File: config.mk
export PLATFORM = sky130hd
export DESIGN_NAME = ebt_timer
export DESIGN_NICKNAME = d
export VERILOG_FILES = /design/src/common/ebt_pkg.sv /design/src/core/ebt_prescaler.sv /design/src/core/ebt_timer.sv
export SDC_FILE = /design/constraint.sdc
export NUM_CORES = 1
export LEC_CHECK = 0
export BUFFER_PORTS_ARGS = -buffer_cell sky130_fd_sc_hd__buf_2
export CORE_ASPECT_RATIO = 0.6
export CORE_MARGIN = 10
export CORE_UTILIZATION = 44
export CTS_CLUSTER_SIZE = 40
export DETAILED_ROUTE_END_ITERATION = 6
export SETUP_SLACK_MARGIN = 0.15
export SYNTH_ARGS = -nofsm -noshare
export SYNTH_HDL_FRONTEND = slang
export SYNTH_SLANG_ARGS = --single-unit
File: constraint.sdc
create_clock -name clk -period 4.7 [get_ports clk]
set_input_delay 0.705 -clock clk [delete_from_list [all_inputs] [get_ports clk]]
set_output_delay 0.705 -clock clk [all_outputs]
set_load 0.005 [all_outputs]
File: src/common/ebt_pkg.sv
// Constants shared by the eight-bit timer with shared prescaler
package ebt_pkg;
  // Register offsets on the plain register port
  localparam logic [1:0] ADDR_CONFIG  = 2'h0;
  localparam logic [1:0] ADDR_INTCTL  = 2'h1;
  localparam logic [1:0] ADDR_COUNT   = 2'h2;
  localparam logic [1:0] ADDR_WDSTAT  = 2'h3;
  // Field positions of timer_config_reg
  localparam int CFG_SRC_BIT    = 5;
  localparam int CFG_EDGE_BIT   = 4;
  localparam int CFG_ASSIGN_BIT = 3;
  localparam int CFG_RATE_LSB   = 0;
  // Field positions of interrupt_control_reg
  localparam int ICR_IE_BIT     = 5;
  localparam int ICR_IF_BIT     = 2;
  // Reset values
  localparam logic [7:0] CONFIG_RESET = 8'hFF;
  localparam logic [7:0] INTCTL_RESET = 8'h00;
  localparam logic [7:0] COUNT_RESET  = 8'h00;
  // Instruction cycle is four oscillator clocks
  localparam logic [1:0] PHASE_LAST   = 2'h3;
  localparam logic [1:0] PHASE_TWO    = 2'h1;
  localparam logic [1:0] PHASE_FOUR   = 2'h3;
  // Instruction cycles inhibited after a count write
  localparam logic [1:0] WRITE_INHIBIT_CYCLES = 2'h2;
  localparam int PRESCALE_WIDTH = 8;
  localparam int WATCHDOG_WIDTH = 16;
endpackage

File: src/core/ebt_prescaler.sv
// Shared 8-bit ripple-style prescaler with rate tap selection
`timescale 1ns/1ps
module ebt_prescaler #(
  parameter int WIDTH = ebt_pkg::PRESCALE_WIDTH
) (
  input  wire logic             clk,
  input  wire logic             rst,
  input  wire logic             tick,
  input  wire logic             clear,
  input  wire logic [2:0]       rate,
  input  wire logic             forWatchdog,
  output logic                  tapOut
);
  import ebt_pkg::*;

  logic [WIDTH-1:0] count_reg;
  logic [3:0]       tapIndex;
  logic [WIDTH-1:0] tapMask;

  always_ff @(posedge clk or posedge rst)
  begin
    if (rst)
      count_reg <= '0;
    else if (clear)
      count_reg <= '0;
    else if (tick)
      count_reg <= count_reg + WIDTH'(1);
  end

  // Timer taps one stage later than the watchdog for the same code
  always_comb
  begin
    tapIndex = {1'b0, rate} + {3'h0, ~forWatchdog};
    tapMask  = (WIDTH'(1) << tapIndex) - WIDTH'(1);
    // Divide by 2^k fires on the tick that completes the low k bits; k of 0 passes every tick
    tapOut   = tick && ((count_reg & tapMask) == tapMask);
  end
endmodule // ebt_prescaler

File: src/core/ebt_timer.sv
// Eight-bit timer/counter with prescaler shared with the watchdog
`timescale 1ns/1ps
////////////////////////////////////////////////////////////////////////////////
////////////////////////////////////////////////////////////////////////////////
module ebt_timer (
  input  wire logic       clk,
  input  wire logic       rst,
  input  wire logic [1:0] addr,
  input  wire logic [7:0] wrData,
  input  wire logic       wrStrobe,
  input  wire logic       rdStrobe,
  output logic      [7:0] rdData,
  input  wire logic       extCountInput,
  input  wire logic       watchdogClearInstr,
  input  wire logic       sleepMode,
  output logic            timerIrq,
  output logic            watchdogTimeout
);
  import ebt_pkg::*;

  logic [7:0]  timerConfig_reg;
  logic [7:0]  interruptControl_reg;
  logic [7:0]  timerCount_reg;
  logic [1:0]  phase_reg;
  logic [1:0]  inhibit_reg;
  logic        extSample_reg;
  logic        extPrev_reg;
  logic [WATCHDOG_WIDTH-1:0] watchdog_reg;
  logic        timeout_reg;
  logic        irq_reg;
  logic [7:0]  rdData_reg;
  logic [1:0]  ticksSinceWrite_reg;

  logic        countSource;
  logic        edgeSelect;
  logic        assignWatchdog;
  logic [2:0]  rate;
  logic        instrTick;
  logic        extEdge;
  logic        sourceEvent;
  logic        preTick;
  logic        preClear;
  logic        preOut;
  logic        countEvent;
  logic        watchdogTick;
  logic        countWrite;
  logic        overflow;

  assign countSource    = timerConfig_reg[CFG_SRC_BIT];
  assign edgeSelect     = timerConfig_reg[CFG_EDGE_BIT];
  assign assignWatchdog = timerConfig_reg[CFG_ASSIGN_BIT];
  assign rate           = timerConfig_reg[CFG_RATE_LSB +: 3];
  assign countWrite     = wrStrobe && (addr == ADDR_COUNT);

  ////////////////////////////////////////////////////////////////////////////
  // Phase clock: four oscillator clocks per instruction cycle
  always_ff @(posedge clk or posedge rst)
  begin
    if (rst)
      phase_reg <= 2'h0;
    else if (!sleepMode)
      phase_reg <= phase_reg + 2'h1;
  end

  assign instrTick = !sleepMode && (phase_reg == PHASE_LAST);

  // External input is sampled only on phase two and phase four
  always_ff @(posedge clk or posedge rst)
  begin
    if (rst)
    begin
      extSample_reg <= 1'b0;
      extPrev_reg   <= 1'b0;
    end
    else if (!sleepMode && (phase_reg == PHASE_TWO || phase_reg == PHASE_FOUR))
    begin
      extSample_reg <= extCountInput;
      extPrev_reg   <= extSample_reg;
    end
  end

  // One edge per sample pair, polarity by edge select
  assign extEdge = !sleepMode && (phase_reg == PHASE_TWO || phase_reg == PHASE_FOUR)
                   && (edgeSelect ? (extPrev_reg && !extSample_reg)
                                  : (!extPrev_reg && extSample_reg));
  assign sourceEvent = countSource ? extEdge : instrTick;

  ////////////////////////////////////////////////////////////////////////////
  // Prescaler sharing
  assign preTick  = assignWatchdog ? instrTick : sourceEvent;
  assign preClear = assignWatchdog ? watchdogClearInstr : countWrite;

  ebt_prescaler #(
    .WIDTH (PRESCALE_WIDTH)
  ) u_prescaler (
    .clk         (clk),
    .rst         (rst),
    .tick        (preTick),
    .clear       (preClear),
    .rate        (rate),
    .forWatchdog (assignWatchdog),
    .tapOut      (preOut)
  );

  // Undivided counting only when the watchdog owns the prescaler
  assign countEvent   = assignWatchdog ? sourceEvent : preOut;
  assign watchdogTick = assignWatchdog ? preOut : instrTick;

  ////////////////////////////////////////////////////////////////////////////
  // Count register with write inhibit
  always_ff @(posedge clk or posedge rst)
  begin
    if (rst)
      inhibit_reg <= 2'h0;
    else if (countWrite)
      inhibit_reg <= WRITE_INHIBIT_CYCLES;
    else if (instrTick && inhibit_reg != 2'h0)
      inhibit_reg <= inhibit_reg - 2'h1;
  end

  assign overflow = countEvent && !countWrite && (inhibit_reg == 2'h0)
                    && (timerCount_reg == 8'hFF);

  always_ff @(posedge clk or posedge rst)
  begin
    if (rst)
      timerCount_reg <= COUNT_RESET;
    else if (countWrite)
      timerCount_reg <= wrData;
    else if (countEvent && inhibit_reg == 2'h0)
      timerCount_reg <= timerCount_reg + 8'h01;
  end

  ////////////////////////////////////////////////////////////////////////////
  // Configuration and interrupt control
  always_ff @(posedge clk or posedge rst)
  begin
    if (rst)
      timerConfig_reg <= CONFIG_RESET;
    else if (wrStrobe && addr == ADDR_CONFIG)
      timerConfig_reg <= wrData;
  end

  // Overflow set wins over a simultaneous software clear
  always_ff @(posedge clk or posedge rst)
  begin
    if (rst)
      interruptControl_reg <= INTCTL_RESET;
    else
    begin
      if (wrStrobe && addr == ADDR_INTCTL)
        interruptControl_reg <= wrData;
      if (overflow)
        interruptControl_reg[ICR_IF_BIT] <= 1'b1;
    end
  end

  always_ff @(posedge clk or posedge rst)
  begin
    if (rst)
      irq_reg <= 1'b0;
    else
      irq_reg <= interruptControl_reg[ICR_IF_BIT]
                 && interruptControl_reg[ICR_IE_BIT];
  end
  assign timerIrq = irq_reg;

  ////////////////////////////////////////////////////////////////////////////
  // Minimal watchdog counter so the shared prescaler has a consumer
  always_ff @(posedge clk or posedge rst)
  begin
    if (rst)
    begin
      watchdog_reg <= '0;
      timeout_reg  <= 1'b0;
    end
    else if (watchdogClearInstr)
    begin
      watchdog_reg <= '0;
      timeout_reg  <= 1'b0;
    end
    else if (watchdogTick)
    begin
      watchdog_reg <= watchdog_reg + WATCHDOG_WIDTH'(1);
      if (watchdog_reg == '1)
        timeout_reg <= 1'b1;
    end
  end
  assign watchdogTimeout = timeout_reg;

  ////////////////////////////////////////////////////////////////////////////
  // Read port, data valid one cycle after the strobe
  always_ff @(posedge clk or posedge rst)
  begin
    if (rst)
      rdData_reg <= 8'h00;
    else if (rdStrobe)
    begin
      case (addr)
        ADDR_CONFIG: rdData_reg <= timerConfig_reg;
        ADDR_INTCTL: rdData_reg <= interruptControl_reg;
        ADDR_COUNT:  rdData_reg <= timerCount_reg;
        default:     rdData_reg <= {7'h00, timeout_reg};
      endcase
    end
    else
      rdData_reg <= 8'h00;
  end
  assign rdData = rdData_reg;

  ////////////////////////////////////////////////////////////////////////////
  // Checks
  a_flag_on_wrap: assert property (@(posedge clk) disable iff (rst)
    overflow |=> interruptControl_reg[ICR_IF_BIT])
    else $error("overflow flag not set after wrap");

  a_flag_sticky: assert property (@(posedge clk) disable iff (rst)
    interruptControl_reg[ICR_IF_BIT] && !(wrStrobe && addr == ADDR_INTCTL)
    |=> interruptControl_reg[ICR_IF_BIT])
    else $error("overflow flag cleared by hardware");

  a_irq_gated: assert property (@(posedge clk) disable iff (rst)
    timerIrq |-> $past(interruptControl_reg[ICR_IF_BIT] && interruptControl_reg[ICR_IE_BIT]))
    else $error("interrupt without flag and enable");

  a_sleep_frozen: assert property (@(posedge clk) disable iff (rst)
    sleepMode && !countWrite |=> $stable(timerCount_reg))
    else $error("count changed during sleep");

  a_write_inhibit: assert property (@(posedge clk) disable iff (rst)
    countWrite ##1 (!countWrite)[*7] |-> $stable(timerCount_reg) || sleepMode)
    else $error("count moved inside write inhibit");

  a_wrap_zero: assert property (@(posedge clk) disable iff (rst)
    overflow |=> timerCount_reg == 8'h00)
    else $error("count did not wrap to zero");

  a_timer_rate: assert property (@(posedge clk) disable iff (rst)
    !countSource && assignWatchdog && !countWrite && inhibit_reg == 2'h0 && !sleepMode
    && phase_reg == PHASE_LAST |=> timerCount_reg == $past(timerCount_reg) + 8'h01)
    else $error("timer missed an instruction cycle");

  a_ext_sampled: assert property (@(posedge clk) disable iff (rst)
    phase_reg != PHASE_TWO && phase_reg != PHASE_FOUR |=> $stable(extSample_reg))
    else $error("external input sampled off phase");

  a_prescale_clear: assert property (@(posedge clk) disable iff (rst)
    countWrite && !assignWatchdog |=> u_prescaler.count_reg == '0)
    else $error("prescaler not cleared by count write");

  a_prescale_wd_clear: assert property (@(posedge clk) disable iff (rst)
    watchdogClearInstr && assignWatchdog |=> u_prescaler.count_reg == '0)
    else $error("prescaler not cleared by watchdog clear");

  a_timeout_cleared: assert property (@(posedge clk) disable iff (rst)
    watchdogClearInstr |=> !watchdogTimeout && watchdog_reg == '0)
    else $error("watchdog not cleared");

  a_irq_follows: assert property (@(posedge clk) disable iff (rst)
    interruptControl_reg[ICR_IF_BIT] && interruptControl_reg[ICR_IE_BIT] |=> timerIrq)
    else $error("interrupt missing for flag and enable");

  a_irq_masked: assert property (@(posedge clk) disable iff (rst)
    !interruptControl_reg[ICR_IE_BIT] |=> !timerIrq)
    else $error("interrupt raised while disabled");

  a_flag_no_spurious: assert property (@(posedge clk) disable iff (rst)
    !interruptControl_reg[ICR_IF_BIT] && !overflow && !(wrStrobe && addr == ADDR_INTCTL)
    |=> !interruptControl_reg[ICR_IF_BIT])
    else $error("overflow flag set without a wrap");

  a_count_write_lands: assert property (@(posedge clk) disable iff (rst)
    countWrite |=> timerCount_reg == $past(wrData))
    else $error("count write not taken");

  a_inhibit_load: assert property (@(posedge clk) disable iff (rst)
    countWrite |=> inhibit_reg == WRITE_INHIBIT_CYCLES)
    else $error("write inhibit not armed");

  ////////////////////////////////////////////////////////////////////////////
  // Check-only count of instruction cycles since the last count write, kept apart
  // from the inhibit counter so that a fault there cannot hide itself
  always_ff @(posedge clk or posedge rst)
  begin
    if (rst)
      ticksSinceWrite_reg <= WRITE_INHIBIT_CYCLES;
    else if (countWrite)
      ticksSinceWrite_reg <= 2'h0;
    else if (instrTick && ticksSinceWrite_reg != WRITE_INHIBIT_CYCLES)
      ticksSinceWrite_reg <= ticksSinceWrite_reg + 2'h1;
  end

  a_inhibit_window: assert property (@(posedge clk) disable iff (rst)
    !countWrite && ticksSinceWrite_reg != WRITE_INHIBIT_CYCLES |=> $stable(timerCount_reg))
    else $error("count moved within two cycles of a write");

  a_ext_source_only: assert property (@(posedge clk) disable iff (rst)
    countSource && !extEdge && !countWrite |=> $stable(timerCount_reg))
    else $error("counter mode counted without an input edge");

  a_rise_ignored: assert property (@(posedge clk) disable iff (rst)
    countSource && edgeSelect && !extPrev_reg && extSample_reg && !countWrite
    |=> $stable(timerCount_reg))
    else $error("rising edge counted with falling edge selected");

  a_fall_ignored: assert property (@(posedge clk) disable iff (rst)
    countSource && !edgeSelect && extPrev_reg && !extSample_reg && !countWrite
    |=> $stable(timerCount_reg))
    else $error("falling edge counted with rising edge selected");

  a_timer_divided: assert property (@(posedge clk) disable iff (rst)
    !assignWatchdog && !u_prescaler.count_reg[0] |-> !countEvent)
    else $error("timer counted undivided with prescaler assigned");

  a_watchdog_unshared: assert property (@(posedge clk) disable iff (rst)
    !assignWatchdog |-> watchdogTick == instrTick)
    else $error("watchdog divided while prescaler serves the timer");

  a_watchdog_undivided: assert property (@(posedge clk) disable iff (rst)
    assignWatchdog && rate == 3'h0 |-> watchdogTick == instrTick)
    else $error("watchdog not undivided at rate code zero");

  a_sleep_no_wrap: assert property (@(posedge clk) disable iff (rst)
    sleepMode |-> !overflow)
    else $error("overflow during sleep");

  a_phase_frozen: assert property (@(posedge clk) disable iff (rst)
    sleepMode |=> $stable(phase_reg))
    else $error("instruction phase ran during sleep");

  a_ext_sleep: assert property (@(posedge clk) disable iff (rst)
    sleepMode |=> $stable(extSample_reg))
    else $error("external input sampled during sleep");
endmodule // ebt_timer

==> metrics.txt, run 1 <==
die height=90.37 µm; cts hold-fix bufs=0; Distinct cells, synth=~60; largest net degree at the start of global routing=between 50 and 60; post-synth top area share=between 30% and 40%; WL/cell=~16 µm; Area Overhead vs Synth=13.34%; most numerous cell in the Yosys netlist=dfrtp_1; final weighted congestion in routability-driven placement=between 0.8 and 0.9; largest family of logic cells by synthesized area=simple AND/OR/NAND/NOR gates; Hold WS=about 0.31 ns; Pint=around 0.0013 W; 1st-iter DRT viols=just under 200; initial antenna violation count=0; normalized max-slew margin=a little under three fifths; crit start category=flip-flop; Critical Path Fanout Max=14; xor/xnor share of the synthesized area=~6.8%; NetSw=approximately 0.00057 W; TritonCTS clock tree=done; area of the core=about 8000 µm²; multiplexer share of the synthesized area=under 10%; highest cell delay on the worst timing path=between 0.6 and 0.7 ns; post-route cell area=just over 4000 µm²; wire length on met1=4.492 mm; required time of the worst setup path=4.92 ns; mapped cell area=about 3600 µm²; Detailed Place HPWL=just under 6 mm; GR Overflow Total=0; Post-Synthesis Cells=roughly 370; Crit path arrival time=between 4 and 5 ns; yosys warns=0; VDD IR max=307.0 µV; Multi-input gate area=1871 µm²; CTS Buf Count=9; top_reg_cell synth=dfrtp_1; Yosys reg bits=64; root buffer cell=clkbuf_16; Synth Area in Adders=between 3 and 4%; total of cells resized after clock tree synthesis=0; slowest library cell on the worst path=dfstp_2; layout cells sized above 1=19.24%; row cnt=25; status=finished clean; Reg area=1612 µm²; Hold WC Path Type=input pin to asynchronous set/reset pin; chip width=137.3 µm; H-Tree Depth=3; Async SR Flop Fraction=100.0%; number of global-route vias before repair=approximately 2700; met2 WL=3.132 mm; min cycle time layout=slightly below 4 ns; TritonCTS Sinks=64; final wirelength=around 8.3 mm; Power Density=approximately 450 nW/µm²; ranking of synthesized cells by area=dfrtp_1, dfstp_2, xor2_1, mux2_2, ha_1; Post-DRT Antenna Nets=0; Post-synth EDFFs=0; Switching Fraction=a little under a third; synth cell count leaders=dfrtp_1, nor2_1, nand2_1; post-synthesis simple-gate area fraction=about a fifth; syn_area_per_cell=9.840 µm²; Vias=roughly 2700; IO Port Bufs=26; Final Hold Fails=0; DRC viols=0; total track usage=14.13%; fmax=approximately 0.26 GHz; CTS Buffer Depth=2; Worst Max-Slew Pin Slew=approximately 0.66 ns; clock power share=35.4%; P_leak=around 1.8 nW; Die ar.=roughly 12000 µm²; sequential share of power=between 30 and 40%; number of flip-flops in the largest register=16; Worst Skew=about 0.0040 ns; DR WL met3=between 500 and 600 µm; period utilization=82.82%; Pre-antenna DRT Iters=4; CP Class=flip-flop to flip-flop; Max Cap Viol=0; Most common cell on crit path=ha_1; Final #Nets=approximately 420; compound-cell area share of the yosys netlist=a little under an eighth; Seq/Total Area, Yosys=about 44%; Starting Density=between 40 and 50%; I/O pin cnt=27; DR top layer=met4; Setup TNS Final=0 ns; Clock transition at path regs=0.05 ns; # diodes=0; Yosys top cell by area=dfrtp_1; Mapped Nets=about 400; critical path, cell by cell=inv_1 -> ha_1 -> ha_1 -> or2_0 -> o22ai_2 -> nand2_1 -> ha_1 -> inv_1 -> a311oi_1 -> o32a_1 -> o32ai_1 -> o31ai_2 -> buf_4 -> and2_1 -> nand4_1 -> mux2_4; postcts setup bufs=0; Clock Latency Late Sink=0.33 ns; vias per cell=between 5 and 6; Combinational Power Share=approximately a quarter; final setup violation count=0; unrepaired setup endpoints after global routing=no; Layout fillers=739; first-pass GRT wire length=around 14 mm; Slew Limit Fails=0; Worst setup EP type=flip-flop; DP Area=approximately 3800 µm²
stage by stage:
| stage | total power [W] | instances | setup WS [ns] | util [%] |
|---|---|---|---|---|
| after floorplan | 0.001086 | 369 | 1.402 | - |
| after global placement | 0.001194 | 487 | 0.9742 | 48.11 |
| after detailed placement | 0.001204 | 487 | 0.8230 | 48.11 |
| after CTS | 0.001874 | 503 | 0.8310 | 51.80 |
| after global routing | 0.001973 | 503 | 0.4515 | 51.80 |
| final | 0.001855 | 503 | 0.8075 | 51.80 |
power by group through the flow:
stage	logic [W]	registers [W]	clock network, W
after floorplan	0.000381	0.000705	0
after global placement	0.000454	0.000740	0
after detailed placement	0.000460	0.000744	0
after CTS	0.000464	0.000735	0.000675
after global routing	0.000529	0.000749	0.000695
final	0.000463	0.000735	0.000657
layer usage:
metal	up-vias	GRT usage (%)
met5	-	0
met3	12	5.167
met4	0	4.458
met1	1286	21.09
met2	58	17.93
li1	1340	-
cell families after synthesis:
group,count (synthesis)
simple gates,140
compound gates,65
flops,64
buf+inv,33
mux,29
xor+xnor,28
fa+ha+maj,10
path summary, 6_finish.rpt:
check,startpoint,slack (ns),endpoint,cells after the start
min in group clk,phase_reg[0],0.50,phase_reg[0],1
worst max-delay path,timerConfig_reg[3],0.81,watchdog_reg[12],16
max in group asynchronous,rst,3.44,interruptControl_reg[0],3
worst min-delay path,rst,0.31,u_prescaler.count_reg[6],2
worst min register to register,phase_reg[0],0.50,phase_reg[0],1
worst max register to register,timerConfig_reg[3],0.81,watchdog_reg[12],16
area by class of cell:
class / count / area share, %
inverters: 14 / 1.277
well taps: 108 / 3.284
repair buffers: 29 / 3.709
flip-flops and latches: 64 / 39.16
multi-input cells: 272 / 45.45
clock inverters: 3 / 1.034
clock buffers: 13 / 6.081
layout by cell type, fill, tap and decap left out, types with 8 or more instances in the layout:
cell type / count
a21oi_1: 13
and2_1: 12
and3_1: 9
buf_2: 26
clkbuf_16: 9
dfrtp_1: 56
dfstp_2: 8
ha_1: 10
inv_1: 13
mux2_2: 14
mux2i_1: 12
nand2_1: 28
nand3_1: 16
nand4_1: 9
nor2_1: 33
o21ai_0: 17
xor2_1: 22
critical path: cells and delay by family, from the launching register on:
| kind | cells | cell delay, ns |
|---|---|---|
| fa+ha+maj | 3 | 0.79 |
| mux | 1 | 0.30 |
| compound gates | 5 | 0.93 |
| flops | 1 | 0.65 |
| buf+inv | 3 | 0.40 |
| simple gates | 4 | 0.68 |
Power figures use the tool's default switching activity.
==> run 2, diff against run 1 <==
Clock period 4.7 ns to 3.95 ns, I/O delays scaled along.
==> metrics.txt, run 2 (synthesis results as in run 1) <==
status=finished clean; VDD IR max=about 320 µV; Post-DRT Antenna Nets=0; DRC viols=0; final critical-path setup slack=~0.34 ns; Starting Density=a little under half; unrepaired setup endpoints after global routing=no; Detailed Place HPWL=approximately 6.1 mm; row cnt=25; highest cell delay on the worst timing path=roughly 0.52 ns; CTS Buffer Depth=2; final setup violation count=0; Final Hold Fails=0; TritonCTS clock tree=done; IO Port Bufs=26; crit start category=flip-flop; Worst setup EP type=flip-flop; Slew Limit Fails=0; CP Class=flip-flop to flip-flop; final weighted congestion in routability-driven placement=0.9382; total power=0.002305 W; area of the core=just under 8000 µm²; P_leak=between 1.5 and 2 nW; slowest library cell on the worst path=dfstp_2; Hold WC Path Type=input pin to asynchronous set/reset pin; Setup TNS Final=0 ns; Clock Latency Late Sink=0.33 ns; root buffer cell=clkbuf_16; Pre-antenna DRT Iters=5; Setup WS pre-CTS=about 0.38 ns; H-Tree Depth=3; required time of the worst setup path=4.14 ns; Crit path arrival time=roughly 3.8 ns; initial antenna violation count=0; most common cell after layout, fill and taps aside=dfrtp_1; commonest non-fill, non-tap cells in the layout=dfrtp_1, nor2_1, nand2_1; WL/cell=16.35 µm; fmax=around 0.28 GHz; layout cells sized above 1=21.25%; critical path, cell by cell=inv_1 -> ha_1 -> ha_2 -> or2_0 -> o22ai_2 -> nand2_1 -> ha_1 -> inv_1 -> a311oi_1 -> o32a_1 -> o32ai_1 -> nor3_2 -> buf_4 -> o21ai_1 -> mux2i_1 -> o21ai_0; min cycle time layout=about 3.6 ns; TritonCTS Sinks=64; normalized max-slew margin=about half; 1st-iter DRT viols=between 200 and 250; number of global-route vias before repair=2641; first-pass GRT wire length=between 10 and 15 mm; Max Cap Viol=0; final wirelength=between 8 and 9 mm; die height=roughly 90 µm; CTS Buf Count=9; chip width=between 100 and 150 µm; # diodes=0; number of flip-flops in the largest register=16; cts hold-fix bufs=0; placed cell count=about 500; Worst Skew=about 0.0046 ns; Die ar.=between 10000 and 15000 µm²; period utilization=91.31%; Critical Path Fanout Max=14; Final #Nets=about 420; GR Overflow Total=0; total track usage=about 14%; Area Overhead vs Synth=15.47%; Power Density=around 550 nW/µm²; Worst Max-Slew Pin Slew=roughly 0.76 ns; I/O pin cnt=27; vias per cell=~5.5; final non-filler cell total=508; largest net degree at the start of global routing=37; Clock transition at path regs=about 0.06 ns; Vias=2803
-- run 2: cell count changes in the layout (fill, tap and decap cells not counted) --
cell,change
bufinv_16,+1
clkinv_2,-1
ha_2,+1
ha_1,-1
buf_4,+5
clkbuf_1,-3
inv_6,+1
clkinvlp_4,+2
-- run 2: stage by stage --
stage | hold slack [ns] | util (%) | area [µm²]
2_1_floorplan | 0.4703 | - | 3631
3_3_place_gp | 0.4897 | 48.39 | 3845
3_5_place_dp | 0.4944 | 48.39 | 3845
4_1_cts | 0.4225 | 52.55 | 4175
5_1_grt | 0.4839 | 52.77 | 4193
6_report | 0.3990 | 52.77 | 4193
-- run 2: final timing paths --
path	startpoint	to	slack, ns	depth (start not counted)
worst min register to register	interruptControl_reg[5]	timerIrq	0.51	1
worst max register to register	timerConfig_reg[3]	timerCount_reg[1]	0.34	16
min in group clk	extCountInput	extSample_reg	0.50	2
worst max-delay path	timerConfig_reg[3]	timerCount_reg[1]	0.34	16
worst min-delay path	rst	u_prescaler.count_reg[4]	0.40	2
max in group asynchronous	rst	timerConfig_reg[5]	2.77	3
-- run 2: area by class of cell --
type / instances / area, µm²
clock inverters: 6 / 91.34
inverters: 14 / 52.55
repair buffers: 34 / 190.2
well taps: 108 / 135.1
clock buffers: 10 / 239.0
fillers: 745 / 3752
multi-input cells: 272 / 1873
flip-flops and latches: 64 / 1612
-- run 2: metal layers --
| layer | global-route usage (%) | vias to the layer above | wire length (µm) |
|---|---|---|---|
| met2 | 18.05 | 78 | 3219 |
| met3 | 4.000 | 12 | 561 |
| li1 | - | 1356 | - |
| met5 | 0 | - | 0 |
| met1 | 21.24 | 1357 | 4434 |
| met4 | 4.196 | 0 | 91 |
-- run 2: power by group --
group | internal (W) | total (W) | switching (W)
Clock | 0.000571 | 0.000867 | 0.000296
Combinational | 0.000259 | 0.000572 | 0.000314
Sequential | 0.000770 | 0.000866 | 0.0000951
-- run 2: timing repair --
action | CTS | global route
endpoints found under the setup margin | 0 | 4
endpoints found under the hold margin | 0 | 0
setup buffers | 0 | 2
resized for setup | 0 | 1
-- run 2: worst max-delay path, delay by kind of cell, from the launching register on --
family | cells | cell delay [ns]
AOI/OAI and AO/OA | 6 | 1.20
adders and majority gates | 3 | 0.69
buffers and inverters | 3 | 0.34
DFF | 1 | 0.52
muxes | 1 | 0.23
and+or+nand+nor | 3 | 0.49
==> run 3, diff against run 2 <==
Settings changed: CTS_BUF_LIST set to sky130_fd_sc_hd__clkbuf_2.
==> metrics.txt, run 3 (synthesis results as in run 1) <==
Pre-antenna DRT Iters=4; Starting Density=between 40% and 50%; period utilization=roughly 91%; Die ar.=around 12000 µm²; TritonCTS Sinks=64; I/O pin cnt=27; CTS Buffer Depth=2; crit start category=flip-flop; Combinational Power Share=30.2%; normalized max-slew margin=approximately half; CP Class=flip-flop to flip-flop; required time of the worst setup path=roughly 4.4 ns; chip width=roughly 140 µm; reg2reg setup slack=roughly 0.35 ns; Setup WS pre-CTS=~0.38 ns; number of flip-flops in the largest register=16; fmax=between 0.2 and 0.3 GHz; area of the core=7945 µm²; number of global-route vias before repair=around 2600; WL/cell=between 15 and 20 µm; unrepaired setup endpoints after global routing=no; Crit path arrival time=about 4.0 ns; first-pass GRT wire length=~14 mm; Area Overhead vs Synth=10.44%; most common cell after layout, fill and taps aside=dfrtp_1; NetSw=0.0006669 W; Layout fillers=around 760; Hold WC Path Type=input pin to asynchronous set/reset pin; Detailed Place HPWL=around 6.1 mm; root buffer cell=clkbuf_2; largest net degree at the start of global routing=37; total power=between 0.0015 and 0.002 W; cts hold-fix bufs=0; DRC viols=0; sequential share of power=45.4%; initial antenna violation count=0; Post-DRT Antenna Nets=0; final critical-path setup slack=0.3454 ns; Worst setup EP type=flip-flop; Worst Skew=0.02393 ns; vias per cell=5.553; # diodes=0; CTS Buf Count=9; Post-Route Utilization=about 50%; VDD IR max=251.5 µV; 1st-iter DRT viols=roughly 240; Max Cap Viol=0; Worst Max-Slew Pin Slew=0.7584 ns; Clock transition at path regs=roughly 0.2 ns; Slew Limit Fails=0; final weighted congestion in routability-driven placement=between 0.9 and 1; total track usage=between 10 and 15%; commonest non-fill, non-tap cells in the layout=dfrtp_1, nor2_1, nand2_1; row cnt=25; Reg area=approximately 1600 µm²; Critical Path Fanout Max=14; IO Port Bufs=26; Vias=approximately 2800; Final #Nets=about 420; layout cells sized above 1=21.25%; TritonCTS clock tree=done; GR Overflow Total=0; Clock Latency Late Sink=about 0.53 ns; Final Hold Fails=0; Switching Fraction=35.04%; Multi-input gate area=1881 µm²; final wirelength=8.262 mm; Pint=roughly 0.0012 W; Power Density=~470 nW/µm²; clock power share=between 20% and 30%; final setup violation count=0; H-Tree Depth=3; Setup TNS Final=0 ns; status=finished clean; die height=90.37 µm; P_leak=approximately 1.8 nW; min cycle time layout=approximately 3.6 ns
[run 3: area by class of cell]
class                      instances  area share, %
timing repair buffer              34          4.743
tap                              108          3.370
inverter                          14          1.310
clock inverter                     7          2.371
clock buffer                       9          1.123
multi-input combinational        272          46.90
sequential                        64          40.19
[run 3: path summary, 6_finish.rpt]
path,start,endpoint,cells after the start
worst max-delay path,timerConfig_reg[3],timerCount_reg[1],16
worst min register to register,phase_reg[0],phase_reg[0],1
min in group clk,wrData[1],timerConfig_reg[1],3
worst max register to register,timerConfig_reg[3],timerCount_reg[1],16
max in group asynchronous,rst,timerConfig_reg[5],3
worst min-delay path,rst,u_prescaler.count_reg[4],2
[run 3: critical path: stages (launching register included)]
cell and delay, ns:
dfstp_2 0.57, inv_1 0.08, ha_1 0.19, ha_2 0.26, or2_0 0.26, o22ai_2 0.20
nand2_1 0.08, ha_1 0.24, inv_1 0.09, a311oi_1 0.05, o32a_1 0.35, o32ai_1 0.23
nor3_2 0.15, buf_4 0.17, o21ai_1 0.26, mux2i_1 0.23, o21ai_0 0.10
[run 3: power by group through the flow]
stage | Combinational [W] | Clock [W] | Sequential, W
6_report | 0.000575 | 0.000464 | 0.000864
5_1_grt | 0.000647 | 0.000510 | 0.000882
4_1_cts | 0.000568 | 0.000479 | 0.000862
3_5_place_dp | 0.000565 | 0 | 0.000874
3_3_place_gp | 0.000555 | 0 | 0.000871
2_1_floorplan | 0.000454 | 0 | 0.000839
[run 3: what timing repair did]
item                       4_1_cts  5_1_grt
setup endpoints to repair        0        9
gates resized for setup          0        2
setup buffers                    0        2
[run 3: per-stage QoR]
| stage | hold slack, ns | cells | cell area [µm²] |
|---|---|---|---|
| finish | 0.1733 | 508 | 4010 |
| global route | 0.1947 | 508 | 4010 |
| CTS | 0.1717 | 506 | 3985 |
| detailed placement | 0.4944 | 490 | 3845 |
| global placement | 0.4897 | 490 | 3845 |
| floorplan | 0.4703 | 369 | 3631 |
[run 3: per-layer routing]
metal / global-route usage [%] / vias up / share of wire [%]
li1: - / 1359 / -
met1: 21.20 / 1371 / 53
met2: 17.85 / 82 / 38
met3: 5.167 / 9 / 7.8
met4: 3.147 / 0 / 0.74
met5: 0 / - / 0
